`src/design/rsc_pkg.sv`:
```
package rsc_pkg;

  // ----------------------------------------
  // Timing
  // ----------------------------------------
  localparam int unsigned CLK_NS = 25;
  localparam int unsigned SYSTEM_STARTUP_DELAY_NS = 1000;
  localparam int unsigned SST_CYCLES =
    (SYSTEM_STARTUP_DELAY_NS + CLK_NS - 1) / CLK_NS;
  localparam int unsigned HOLD_CYCLES = 4;
  localparam int unsigned CNT_W = 8;

  // ----------------------------------------
  // Register map
  // ----------------------------------------
  localparam logic [11:0] OFS_STATUS = 12'h000;
  localparam logic [11:0] OFS_IRQ_STAT = 12'h004;
  localparam logic [11:0] OFS_IRQ_MASK = 12'h008;
  localparam logic [11:0] OFS_CTRL = 12'h00c;

  localparam int unsigned STAT_TO_BIT = 0;
  localparam int unsigned STAT_PDF_BIT = 1;
  localparam int unsigned STAT_MODE_LSB = 2;
  localparam int unsigned STAT_BUSY_BIT = 4;

  localparam int unsigned EV_W = 4;
  localparam int unsigned EV_WDT_RUN = 0;
  localparam int unsigned EV_WDT_LP = 1;
  localparam int unsigned EV_PIN = 2;
  localparam int unsigned EV_LVR = 3;
  localparam logic [EV_W-1:0] IRQ_MASK_RST = 4'h0;

  localparam int unsigned CTRL_LVR_EN_BIT = 0;
  localparam int unsigned CTRL_SWRST_BIT = 1;
  localparam logic CTRL_LVR_EN_RST = 1'b1;

  // ----------------------------------------
  // Types
  // ----------------------------------------
  typedef enum logic [1:0] {
    MODE_FAST = 2'b00,
    MODE_SLOW = 2'b01,
    MODE_IDLE = 2'b10,
    MODE_SLEEP = 2'b11
  } rsc_mode_e;

  typedef enum logic [1:0] {
    ST_RUN = 2'b00,
    ST_HOLD = 2'b01,
    ST_START = 2'b10
  } rsc_state_e;

  typedef enum logic {
    K_FULL = 1'b0,
    K_WAKE = 1'b1
  } rsc_kind_e;

  typedef struct packed {
    logic core_hold;
    logic pc_clear;
    logic sp_top;
    logic periph_init;
    logic int_disable;
    logic wdt_tb_clear;
    logic tmr_off;
    logic io_input;
    logic fetch_en;
  } rsc_ctl_s;

  typedef struct packed {
    logic watchdog_timeout_flag;
    logic power_down_flag;
  } rsc_flag_s;

  localparam rsc_ctl_s CTL_POR = '{1'b1, 1'b1, 1'b1, 1'b1, 1'b1, 1'b1,
                                   1'b1, 1'b1, 1'b0};

  function automatic logic is_low_power(input rsc_mode_e m);
    return (m == MODE_IDLE) || (m == MODE_SLEEP);
  endfunction

endpackage

```
`src/design/rsc_sync3.sv`:
```
`timescale 1ns/100ps
module rsc_sync3 import rsc_pkg::*; #(
  parameter logic RST_VAL = 1'b1
) (
  // Clock and reset
  input wire logic clock,
  input wire logic rst_b,
  input wire logic ce,
  // Pin in, filtered level out
  input wire logic d,
  output logic q
);

  logic [2:0] sh_reg;
  logic [2:0] sh_next;
  logic q_reg;
  logic q_next;

  // ----------------------------------------
  // Three stages, change once two agree
  // ----------------------------------------
  always_comb begin
    sh_next = sh_reg;
    q_next = q_reg;
    if (ce) begin
      sh_next = {sh_reg[1:0], d};
      if (sh_reg[1] == sh_reg[2]) begin
        q_next = sh_reg[2];
      end
    end
  end

  always_ff @(posedge clock or negedge rst_b) begin
    if (!rst_b) begin
      sh_reg <= {3{RST_VAL}};
      q_reg <= RST_VAL;
    end else begin
      sh_reg <= sh_next;
      q_reg <= q_next;
    end
  end

  assign q = q_reg;

endmodule

```
`src/design/rsc_delay.sv`:
```
`timescale 1ns/100ps
module rsc_delay import rsc_pkg::*; #(
  parameter int unsigned W = CNT_W,
  parameter logic [W-1:0] RST_VAL = '0
) (
  // Clock and reset
  input wire logic clock,
  input wire logic rst_b,
  input wire logic ce,
  // Load and status
  input wire logic load,
  input wire logic [W-1:0] load_val,
  output logic done
);

  logic [W-1:0] cnt_reg;
  logic [W-1:0] cnt_next;

  // ----------------------------------------
  // Down counter, done at zero
  // ----------------------------------------
  always_comb begin
    cnt_next = cnt_reg;
    if (ce) begin
      if (load) begin
        cnt_next = load_val;
      end else if (cnt_reg != '0) begin
        cnt_next = cnt_reg - 1'b1;
      end
    end
  end

  always_ff @(posedge clock or negedge rst_b) begin
    if (!rst_b) begin
      cnt_reg <= RST_VAL;
    end else begin
      cnt_reg <= cnt_next;
    end
  end

  assign done = (cnt_reg == '0);

endmodule

```
`src/design/rsc_ctrl.sv`:
```
// Notes on behaviour
// - Watchdog expiry in fast or slow mode resets and sets the timeout flag.
// - Watchdog expiry in idle or sleep clears only PC and stack pointer.
// - Power-on clears both flags; low-voltage reset, and pin reset in fast or slow mode, keep them.
// - Watchdog in idle/sleep sets both flags; in run keeps power-down flag.
// - Both flags readable in the status register; sleep and watchdog update.
// - Power-on reset disables every interrupt source.
// - Power-on clears watchdog and time bases; watchdog then counts at once.
// - Power-on reset switches every timer module off.
// - Power-on reset makes every I/O pin an input.
// - Power-on sets program counter to zero, stack pointer to top.
//
// Design decisions made here: the APB slave port and the address map.
`timescale 1ns/100ps
module rsc_ctrl import rsc_pkg::*; #(
  parameter int unsigned STARTUP_CYCLES = SST_CYCLES,
  parameter int unsigned RESET_HOLD = HOLD_CYCLES
) (
  // Clock and reset
  input wire logic clock,
  input wire logic rst_b,
  input wire logic ce,
  // APB slave
  input wire logic psel,
  input wire logic penable,
  input wire logic pwrite,
  input wire logic [11:0] paddr,
  input wire logic [31:0] pwdata,
  output logic [31:0] prdata,
  output logic pready,
  output logic pslverr,
  // Reset sources and mode
  input wire logic reset_pin_b,
  input wire logic low_voltage_reset,
  input wire logic watchdog_timer_expire,
  input wire logic sleep_enter,
  input wire logic flag_clear,
  input wire rsc_mode_e op_mode,
  // Reset controls, flags, interrupt
  output rsc_ctl_s ctl,
  output rsc_flag_s flags,
  output logic irq
);

  // ----------------------------------------
  // Declarations
  // ----------------------------------------
  rsc_state_e state_reg, state_next;
  rsc_kind_e kind_reg, kind_next;
  rsc_ctl_s ctl_reg, ctl_next;
  rsc_flag_s flag_reg, flag_next;
  logic [EV_W-1:0] ev_reg, ev_next;
  logic [EV_W-1:0] mask_reg, mask_next;
  logic lvr_en_reg, lvr_en_next;
  logic [31:0] rdata_reg, rdata_next;
  logic pin_q;
  logic lp;
  logic acc;
  logic hit;
  logic sw_rst;
  logic pin_rst;
  logic lvr_rst;
  logic wdt_run;
  logic full_req;
  logic wake_req;
  logic dly_load;
  logic [CNT_W-1:0] dly_val;
  logic dly_done;
  logic [EV_W-1:0] ev_set;

  // ----------------------------------------
  // Pin synchroniser and delay counter
  // ----------------------------------------
  rsc_sync3 #(.RST_VAL(1'b1)) u_pin (
    .clock(clock),
    .rst_b(rst_b),
    .ce(ce),
    .d(reset_pin_b),
    .q(pin_q)
  );

  rsc_delay #(.W(CNT_W), .RST_VAL(CNT_W'(RESET_HOLD))) u_dly (
    .clock(clock),
    .rst_b(rst_b),
    .ce(ce),
    .load(dly_load),
    .load_val(dly_val),
    .done(dly_done)
  );

  // ----------------------------------------
  // Request decode
  // ----------------------------------------
  assign lp = is_low_power(op_mode);
  assign acc = psel && penable;
  assign hit = (paddr == OFS_STATUS) || (paddr == OFS_IRQ_STAT) ||
               (paddr == OFS_IRQ_MASK) || (paddr == OFS_CTRL);
  assign sw_rst = acc && pwrite && (paddr == OFS_CTRL) &&
                  pwdata[CTRL_SWRST_BIT];
  assign pin_rst = !pin_q;
  assign lvr_rst = low_voltage_reset && lvr_en_reg;
  assign wdt_run = watchdog_timer_expire && !lp;
  assign full_req = pin_rst || lvr_rst || sw_rst || wdt_run;
  assign wake_req = watchdog_timer_expire && lp && !full_req &&
                    (state_reg == ST_RUN);
  assign ev_set = {lvr_rst, pin_rst, watchdog_timer_expire && lp, wdt_run};

  // ----------------------------------------
  // Sequencer
  // ----------------------------------------
  always_comb begin
    state_next = state_reg;
    kind_next = kind_reg;
    dly_load = 1'b0;
    dly_val = CNT_W'(RESET_HOLD);
    if (ce) begin
      if (full_req) begin
        state_next = ST_HOLD;
        kind_next = K_FULL;
        dly_load = 1'b1;
      end else if (wake_req) begin
        state_next = ST_HOLD;
        kind_next = K_WAKE;
        dly_load = 1'b1;
      end else begin
        case (state_reg)
          ST_HOLD: begin
            if (dly_done) begin
              state_next = ST_START;
              dly_load = 1'b1;
              dly_val = CNT_W'(STARTUP_CYCLES);
            end
          end
          ST_START: begin
            if (dly_done) begin
              state_next = ST_RUN;
            end
          end
          default: state_next = state_reg;
        endcase
      end
    end
  end

  // ----------------------------------------
  // Core and peripheral controls
  // ----------------------------------------
  always_comb begin
    ctl_next = ctl_reg;
    if (ce) begin
      ctl_next.core_hold = (state_next != ST_RUN);
      ctl_next.fetch_en = (state_next == ST_RUN);
      ctl_next.pc_clear = (state_next == ST_HOLD);
      ctl_next.sp_top = (state_next == ST_HOLD);
      ctl_next.periph_init = (state_next == ST_HOLD) &&
                             (kind_next == K_FULL);
      ctl_next.int_disable = ctl_next.periph_init;
      ctl_next.wdt_tb_clear = ctl_next.periph_init;
      ctl_next.tmr_off = ctl_next.periph_init;
      ctl_next.io_input = ctl_next.periph_init;
    end
  end

  // ----------------------------------------
  // Flags, clear first so sets win
  // ----------------------------------------
  always_comb begin
    flag_next = flag_reg;
    if (ce) begin
      if (flag_clear) begin
        flag_next = '0;
      end
      if (sleep_enter) begin
        flag_next.power_down_flag = 1'b1;
        flag_next.watchdog_timeout_flag = 1'b0;
      end
      if (pin_rst && lp) begin
        flag_next.watchdog_timeout_flag = 1'b0;
        flag_next.power_down_flag = 1'b1;
      end
      if (watchdog_timer_expire) begin
        flag_next.watchdog_timeout_flag = 1'b1;
        if (lp) begin
          flag_next.power_down_flag = 1'b1;
        end
      end
    end
  end

  // ----------------------------------------
  // Register file
  // ----------------------------------------
  always_comb begin
    ev_next = ev_reg;
    mask_next = mask_reg;
    lvr_en_next = lvr_en_reg;
    rdata_next = rdata_reg;
    if (ce) begin
      if (psel && !penable) begin
        rdata_next = '0;
        case (paddr)
          OFS_STATUS: begin
            rdata_next[STAT_TO_BIT] = flag_reg.watchdog_timeout_flag;
            rdata_next[STAT_PDF_BIT] = flag_reg.power_down_flag;
            rdata_next[STAT_MODE_LSB +: 2] = op_mode;
            rdata_next[STAT_BUSY_BIT] = (state_reg != ST_RUN);
          end
          OFS_IRQ_STAT: rdata_next[EV_W-1:0] = ev_reg;
          OFS_IRQ_MASK: rdata_next[EV_W-1:0] = mask_reg;
          OFS_CTRL: rdata_next[CTRL_LVR_EN_BIT] = lvr_en_reg;
          default: rdata_next = '0;
        endcase
      end
      if (acc && !pwrite && (paddr == OFS_IRQ_STAT)) begin
        ev_next = ev_reg & ~rdata_reg[EV_W-1:0];
      end
      if (acc && pwrite && (paddr == OFS_IRQ_MASK)) begin
        mask_next = pwdata[EV_W-1:0];
      end
      if (acc && pwrite && (paddr == OFS_CTRL)) begin
        lvr_en_next = pwdata[CTRL_LVR_EN_BIT];
      end
      ev_next = ev_next | ev_set;
    end
  end

  always_ff @(posedge clock or negedge rst_b) begin
    if (!rst_b) begin
      state_reg <= ST_HOLD;
      kind_reg <= K_FULL;
      ctl_reg <= CTL_POR;
      flag_reg <= '0;
      ev_reg <= '0;
      mask_reg <= IRQ_MASK_RST;
      lvr_en_reg <= CTRL_LVR_EN_RST;
      rdata_reg <= '0;
    end else begin
      state_reg <= state_next;
      kind_reg <= kind_next;
      ctl_reg <= ctl_next;
      flag_reg <= flag_next;
      ev_reg <= ev_next;
      mask_reg <= mask_next;
      lvr_en_reg <= lvr_en_next;
      rdata_reg <= rdata_next;
    end
  end

  // ----------------------------------------
  // Outputs
  // ----------------------------------------
  assign ctl = ctl_reg;
  assign flags = flag_reg;
  assign irq = |(ev_reg & mask_reg);
  assign pready = 1'b1;
  assign pslverr = acc && !hit;
  assign prdata = rdata_reg;

  // ----------------------------------------
  // Assertions
  // ----------------------------------------
  logic first_reg;

  always_ff @(posedge clock or negedge rst_b) begin
    if (!rst_b) begin
      first_reg <= 1'b1;
    end else begin
      first_reg <= 1'b0;
    end
  end
endmodule

```
`config.mk`:
```
export PLATFORM = sky130hd
export DESIGN_NAME = rsc_ctrl
export DESIGN_NICKNAME = d
export VERILOG_FILES = /design/src/design/rsc_pkg.sv /design/src/design/rsc_sync3.sv /design/src/design/rsc_delay.sv /design/src/design/rsc_ctrl.sv
export SDC_FILE = /design/constraint.sdc
export NUM_CORES = 1
export LEC_CHECK = 0
export ABC_CLOCK_PERIOD_IN_PS = 2700
export BUFFER_PORTS_ARGS = -buffer_cell sky130_fd_sc_hd__buf_2
export CORE_MARGIN = 5
export CORE_UTILIZATION = 43
export DETAILED_ROUTE_END_ITERATION = 10
export GPL_ROUTABILITY_DRIVEN = 0
export GPL_TIMING_DRIVEN = 0
export MAX_ROUTING_LAYER = met4
export PLACE_DENSITY = 0.74
export SYNTH_ARGS = -nofsm -noshare
export SYNTH_HDL_FRONTEND = slang
export SYNTH_HIERARCHICAL = 1
export SYNTH_SLANG_ARGS = --single-unit
```
`constraint.sdc`:
```
create_clock -name clock -period 2.7 [get_ports clock]
set_input_delay 0.54 -clock clock [delete_from_list [all_inputs] [get_ports clock]]
set_output_delay 0.54 -clock clock [all_outputs]
set_load 0.02 [all_outputs]
```
Yosys cells after proc, flatten, opt, wreduce, memory -nomap -nowiden
Index checks and enable logic that the tools add are counted.
{"block": "word_totals", "out_inout_bits": 46, "wordCells": 105, "ff_bits": 35}
{"block": "op_classes", "n_bitwise": 5, "addsub": 1, "n_mux": 30, "reduce_logical": 45, "n_eq_ne": 9}
{"op": "== test 12 x 4 -> 1 bit, second input constant", "count": 2}
{"op": "two-way mux 6 bit", "count": 4}
{"op": "two-way mux 2 bit", "count": 9}
{"op": "logical AND 1 bit", "count": 16}
{"op": "two-way mux 8 bit", "count": 2}
{"op": "== test 12 x 3 -> 1 bit, second input constant", "count": 1}
{"op": "zero test 12 bit", "count": 1}
{"op": "AND reduction 2 bit", "count": 6}
{"op": "two-way mux 1 bit", "count": 10}
{"op": "case mux 3 bit (3 select lines)", "count": 1}
{"op": "bitwise AND 4 bit", "count": 2}
{"op": "zero test 8 bit", "count": 1}
{"op": "two-way mux 4 bit", "count": 2}
{"op": "nonzero test 8 bit", "count": 1}
{"op": "subtractor 8 x 1 -> 8 bit, second input constant", "count": 1}
{"op": "logical OR 1 bit", "count": 7}
{"op": "== test 2 bit, second input constant", "count": 3}
{"op": "zero test 1 bit", "count": 6}
{"op": "nonzero test 2 bit", "count": 3}
{"op": "== test 2 x 1 -> 1 bit, second input constant", "count": 2}
{"op": "zero test 2 bit", "count": 2}
{"op": "NOT 4 bit", "count": 1}
{"op": "OR 4 bit", "count": 1}
{"op": "case mux 1 bit (4 select lines)", "count": 1}
{"op": "other kinds (5)", "count": 5}

Depth between registers and ports, before layout
{"block": "depth", "ltp_word": 14, "depth_mapped": 12, "mapped_depth_nobuf": 9}

Hierarchy
Netlist, hierarchy kept.
{"module": "rsc_ctrl", "instances": 1, "area_per_inst_um2": 1609.0, "cells_per_inst": 172}
{"module": "rsc_delay", "instances": 1, "area_per_inst_um2": 533.0, "cells_per_inst": 60}
{"module": "rsc_sync3", "instances": 1, "area_per_inst_um2": 161.4, "cells_per_inst": 10}

Least setup slack after synthesis
No wires, ideal clock.
{"block": "synth_path", "path_kind": "register to register", "start": "register u_dly.cnt_reg[0]", "end": "register u_dly.cnt_reg[6]", "path_slack_ns": -0.080, "synth_period_minus_slack_ns": 2.780, "setup_ns": 0.127, "path_stages_with_launch": 12, "required_ns": 2.573, "t_arrival_ns": 2.653, "n_path_buf": 3, "path_cell_list": "dfrtp_1 -> inv_1 -> ha_1 -> or3b_1 -> clkbuf_1 -> nor2_1 -> and2_1 -> o31a_1 -> clkbuf_1 -> clkbuf_1 -> o21ai_0 -> o2bb2ai_1"}
{"block": "synth_between", "elab_chain_cells": 8}
{"item": "start, declared", "line": "rsc_delay.sv:16", "text": "logic [W-1:0] cnt_reg;"}
{"item": "start signal, assigned", "line": "rsc_delay.sv:37", "text": "cnt_reg <= cnt_next;"}
{"item": "zero test 8 bit *", "line": "rsc_delay.sv:41", "text": "assign done = (cnt_reg == '0);"}
{"item": "named net dly_done", "line": "rsc_ctrl.sv:68", "text": "logic dly_done;"}
{"item": "two-way mux 1 bit *", "line": "rsc_ctrl.sv:128", "text": "if (dly_done) begin"}
{"item": "two-way mux 1 bit *", "line": "rsc_ctrl.sv:126", "text": "case (state_reg)"}
{"item": "two-way mux 1 bit *", "line": "rsc_ctrl.sv:121", "text": "end else if (wake_req) begin"}
{"item": "two-way mux 1 bit *", "line": "rsc_ctrl.sv:117", "text": "if (full_req) begin"}
{"item": "two-way mux 1 bit *", "line": "rsc_ctrl.sv:116", "text": "if (ce) begin"}
{"item": "named net dly_load", "line": "rsc_ctrl.sv:66", "text": "logic dly_load;"}
{"item": "nonzero test 2 bit (no line)"}
{"item": "AND reduction 2 bit (no line)"}
The timed path passes the listed nets; every way through them passes the cells marked *. The select of a mux whose other input is x is not followed.
A chain may end at the register's enable or synchronous reset.

Worst setup path after layout
{"block": "layout_path", "start": "register state_reg[0]", "end": "register u_dly.cnt_reg[2]"}
{"block": "layout_between", "elab_chain_cells": 7}
{"item": "start, declared", "line": "rsc_ctrl.sv:48", "text": "rsc_state_e state_reg, state_next;"}
{"item": "start signal, assigned", "line": "rsc_ctrl.sv:238", "text": "state_reg <= state_next;"}
{"item": "== test 2 x 1 -> 1 bit or zero test 2 bit (tied branches)", "line": "rsc_ctrl.sv:126, rsc_ctrl.sv:105"}
{"item": "two-way mux 1 bit or logical AND 1 bit (tied branches)", "line": "rsc_ctrl.sv:126, rsc_ctrl.sv:104"}
{"item": "two-way mux 1 bit *", "line": "rsc_ctrl.sv:121"}
{"item": "two-way mux 1 bit *", "line": "rsc_ctrl.sv:117"}
{"item": "two-way mux 1 bit *", "line": "rsc_ctrl.sv:116"}
{"item": "named net dly_load", "line": "rsc_ctrl.sv:66"}
{"item": "nonzero test 2 bit (no line)"}
{"item": "AND reduction 2 bit (no line)"}
The timed path passes the listed nets; every way through them passes the cells marked *.

==> impl_metrics.yaml <==
synthesis:
  yosysWarnings: 6
  syn_avg_cell_area_um2: 9.518
  synth_seq_cells: 35
  synth_cells: 242
  async_reset_ff_frac: 1.000
  ys_seq_area_frac: 0.3857
  syn-cell-area_um2: 2303
  synth_edf_count: 0
  ys.flop_type: "dfrtp_1"
  ys_types: 59
floorplan:
  coreArea_um2: 5140
  die_y_um: 83.19
  dieArea_um2: 6921
  std_cell_rows: 26
  start_util: 0.4481
  ios: 103
  dieWidth_um: 83.19
worst_setup_path:
  rr_worst_depth: 8
  critPathLaunchType: "flop"
  worstPathMaxFanout: 10
  end_kind: "flop"
  critical_path_class: "flop to flop"
  crit_slowest_cell: "dfstp_2"
  rrSetupSlack_ns: 0.14
  rr_startpoint: "state_reg[0]"
  timing.rr.end: "u_dly/cnt_reg[2]"
  crit_chain: "inv_1, ha_1, and3_1, clkbuf_1, o31a_1, clkbuf_4, clkbuf_4, o41ai_1"
  cp_slowest_stage_delay_ns: 0.57
  crit_path_frequent_cell: "clkbuf_4"
  crit_path_start: "state_reg[0]"
  required_ns: 2.86
  arrival_ns: 2.72
pwr:
  netSwitchingFraction: 0.3741
  switching_power_uw: 700.9
  clkPwrFrac: 0.197
  power-per-cell-area_nw_per_um2: 661.1
  p_int_uw: 1173
  seq_power_share: 0.419
  irDropWorstVdd_uv: 324.0
  pwr-share-comb: 0.384
  p_leak_uw: 0.001386
final_layout:
  fillers: 481
  largest_reg_flops: 8
  area_growth_pct: 23.03
  register_area_um2: 888.4
  multiInputGateArea_um2: 1200
  final_nets: 385
  antennaDiodeCount: 0
  drive_gt1_frac: 0.3846
grt:
  grt_pass1_wl_um: 8928
  grt_pass1_vias: 1877
  grt_start_max_net_pins: 36
  grt_usage: 0.1599
  antenna_found_initial: 0
  grt-ovfl-total: 0
sta:
  tightest_slew_ns: 0.7603
  fin_crit_sh: 0.9493
  timing.final.max_slew_violations: 0
  fin_ws_ns: 0.1370
  skew_ns: 0.004542
  rsz0062_at_grt: "false"
  period_minus_slack_ns: 2.563
  slew_headroom: 0.4931
  final.setup.tns_ns: 0
  setup_viol: 0
  hold_viol_final: 0
  fmax_ghz: 0.3902
clock_tree:
  cts_root_buf: "clkbuf_8"
  cts_tree: "built"
  clk_path_buf_depth: 2
  ctsHoldBuffers: 0
  clk_pin_slew_worst_paths_ns: 0.07
  cts_inserted_buffers: 5
  clkLatencyLatePin_ns: 0.28
  htreeDepth: 2
  cts.sinks: 35
placement:
  dp_hpwl_um: 4038
  port_buffers: 44
  dp_slack_ns: -0.5091
route:
  drc: 0
  dr.first_iter.drc_count: 81
  viasPerCell: 4.896
  dr.pass1.iters: 4
  vias: 1934
  wirelength_um: 5238
  wl_per_cell_um: 13.26
  antenna_left: 0
status:
  status: "complete, no violations"
flow_run:
  cap_violations: 0
min_path:
  min_path_type: "primary input to async pin"
[timing repair]
action	4_1_cts	5_1_grt
resized for setup	4	3
pin swaps	1	0
setup endpoints to repair	8	5
buffers inserted	1	0
cloned	0	0
[cell usage in the layout, fill, tap and decap left out, types with 2 or more instances in the layout]
| master | instances |
|---|---|
| nor2b_1 | 3 |
| a21oi_1 | 13 |
| a21o_1 | 4 |
| o41ai_1 | 3 |
| nand3b_1 | 3 |
| o31ai_1 | 4 |
| mux2i_1 | 3 |
| clkbuf_8 | 5 |
| o31a_1 | 2 |
| dfrtp_1 | 25 |
| or4_4 | 3 |
| clkbuf_1 | 4 |
| nand4_1 | 3 |
| conb_1 | 33 |
| a31oi_1 | 3 |
| nor2_1 | 13 |
| buf_4 | 37 |
| a22oi_1 | 2 |
| mux2_4 | 4 |
| ha_1 | 4 |
| clkbuf_4 | 2 |
| o21ai_0 | 12 |
| nor4_2 | 2 |
| nand3_1 | 6 |
| and3_1 | 4 |
| o22ai_1 | 3 |
| nand2_1 | 17 |
| nor3_1 | 5 |
| nand2b_1 | 3 |
| inv_1 | 10 |
| buf_2 | 44 |
| dfstp_2 | 10 |
| mux2_2 | 4 |
[routing by layer]
metal | share of wire | global-route usage | vias up
met2 | 0.49 | 0.2515 | 56
met5 | 0 | - | -
met4 | 0.0076 | 0.06241 | 0
met1 | 0.45 | 0.1976 | 902
li1 | - | - | 974
met3 | 0.056 | 0.04059 | 2
[metrics by stage]
stage / hold WS (ns) / std cells / utilization / cell area, um2 / power [uW]
CTS: 0.3533 / 396 / 0.5511 / 2833 / 1879
finish: 0.3211 / 395 / 0.5514 / 2834 / 1874
detailed placement: 0.4892 / 387 / 0.5312 / 2730 / 1499
global route: 0.3916 / 395 / 0.5514 / 2834 / 2018
floorplan: 0.2444 / 273 / - / 2422 / 1304
global placement: 0.4806 / 387 / 0.5312 / 2730 / 1474
[cell families (layout without fill, tap and decap cells)]
kind of cell	Yosys count	in the layout	synth area share
adder cells (fa/ha/maj)	4	4	0.02173
AO/OA/AOI/OAI	58	58	0.1744
other	2	33	0.003260
AND/OR/NAND/NOR	78	78	0.1983
flip-flops	35	35	0.3857
buffers and inverters	53	105	0.1483
multiplexers	12	12	0.06844
[power groups by stage]
stage,sequential [uW],clock (uW),combinational (uW)
2_1_floorplan,803,0,501
3_3_place_gp,787,0,687
3_5_place_dp,792,0,706
4_1_cts,782,381,716
5_1_grt,805,411,803
6_report,785,369,719
[synthesized netlist by cell type, types with 2 or more instances]
library cell  instances  area (um2)
ha_1                  4       50.05
nor3_1                5       25.02
mux2_4                4       60.06
nor4_2                2       25.02
o22ai_1               3       18.77
nand3b_1              3       22.52
nand4_1               3       18.77
a22oi_1               2       15.01
o31ai_1               4       30.03
conb_1                2       7.510
nand2_1              17       63.81
nand2b_1              3       18.77
nand3_1               6       30.03
a21oi_1              13       65.06
a31oi_1               3       18.77
inv_1                10       37.54
dfrtp_1              25       625.6
buf_4                36       270.3
o31a_1                2       17.52
o21ai_0              12       60.06
dfstp_2              10       262.8
a21o_1                4       30.03
o41ai_1               3       26.28
mux2i_1               3       30.03
or4_4                 3       33.78
nor2_1               14       52.55
nor2b_1               3       18.77
clkbuf_1              6       22.52
mux2_2                4       45.04
and3_1                4       25.02
[worst max-delay path by stage]
stage,end
3_5_place_dp,u_dly/cnt_reg[6]
2_1_floorplan,u_dly/cnt_reg[6]
4_1_cts,u_dly/cnt_reg[6]
3_3_place_gp,u_dly/cnt_reg[6]
6_report,u_dly/cnt_reg[2]
5_1_grt,u_dly/cnt_reg[2]
[layout make-up]
cell class              instances  share of cell area
plain buffers                  42              0.1086
clock buffers                   6             0.02561
clock inverters                 2            0.004415
inverters                      10             0.01325
multi-input cells             185              0.4234
flip-flops and latches         35              0.3135
well taps                      70             0.03091
repair buffers                 45             0.08035
[critical path, delay by kind of cell (launching register included)]
kind / cells / cell delay (ns)
AO/OA/AOI/OAI: 2 / 0.81
buffers and inverters: 4 / 0.66
flip-flops: 1 / 0.57
adder cells (fa/ha/maj): 1 / 0.22
AND/OR/NAND/NOR: 1 / 0.18
Power figures use the tool's default switching activity.
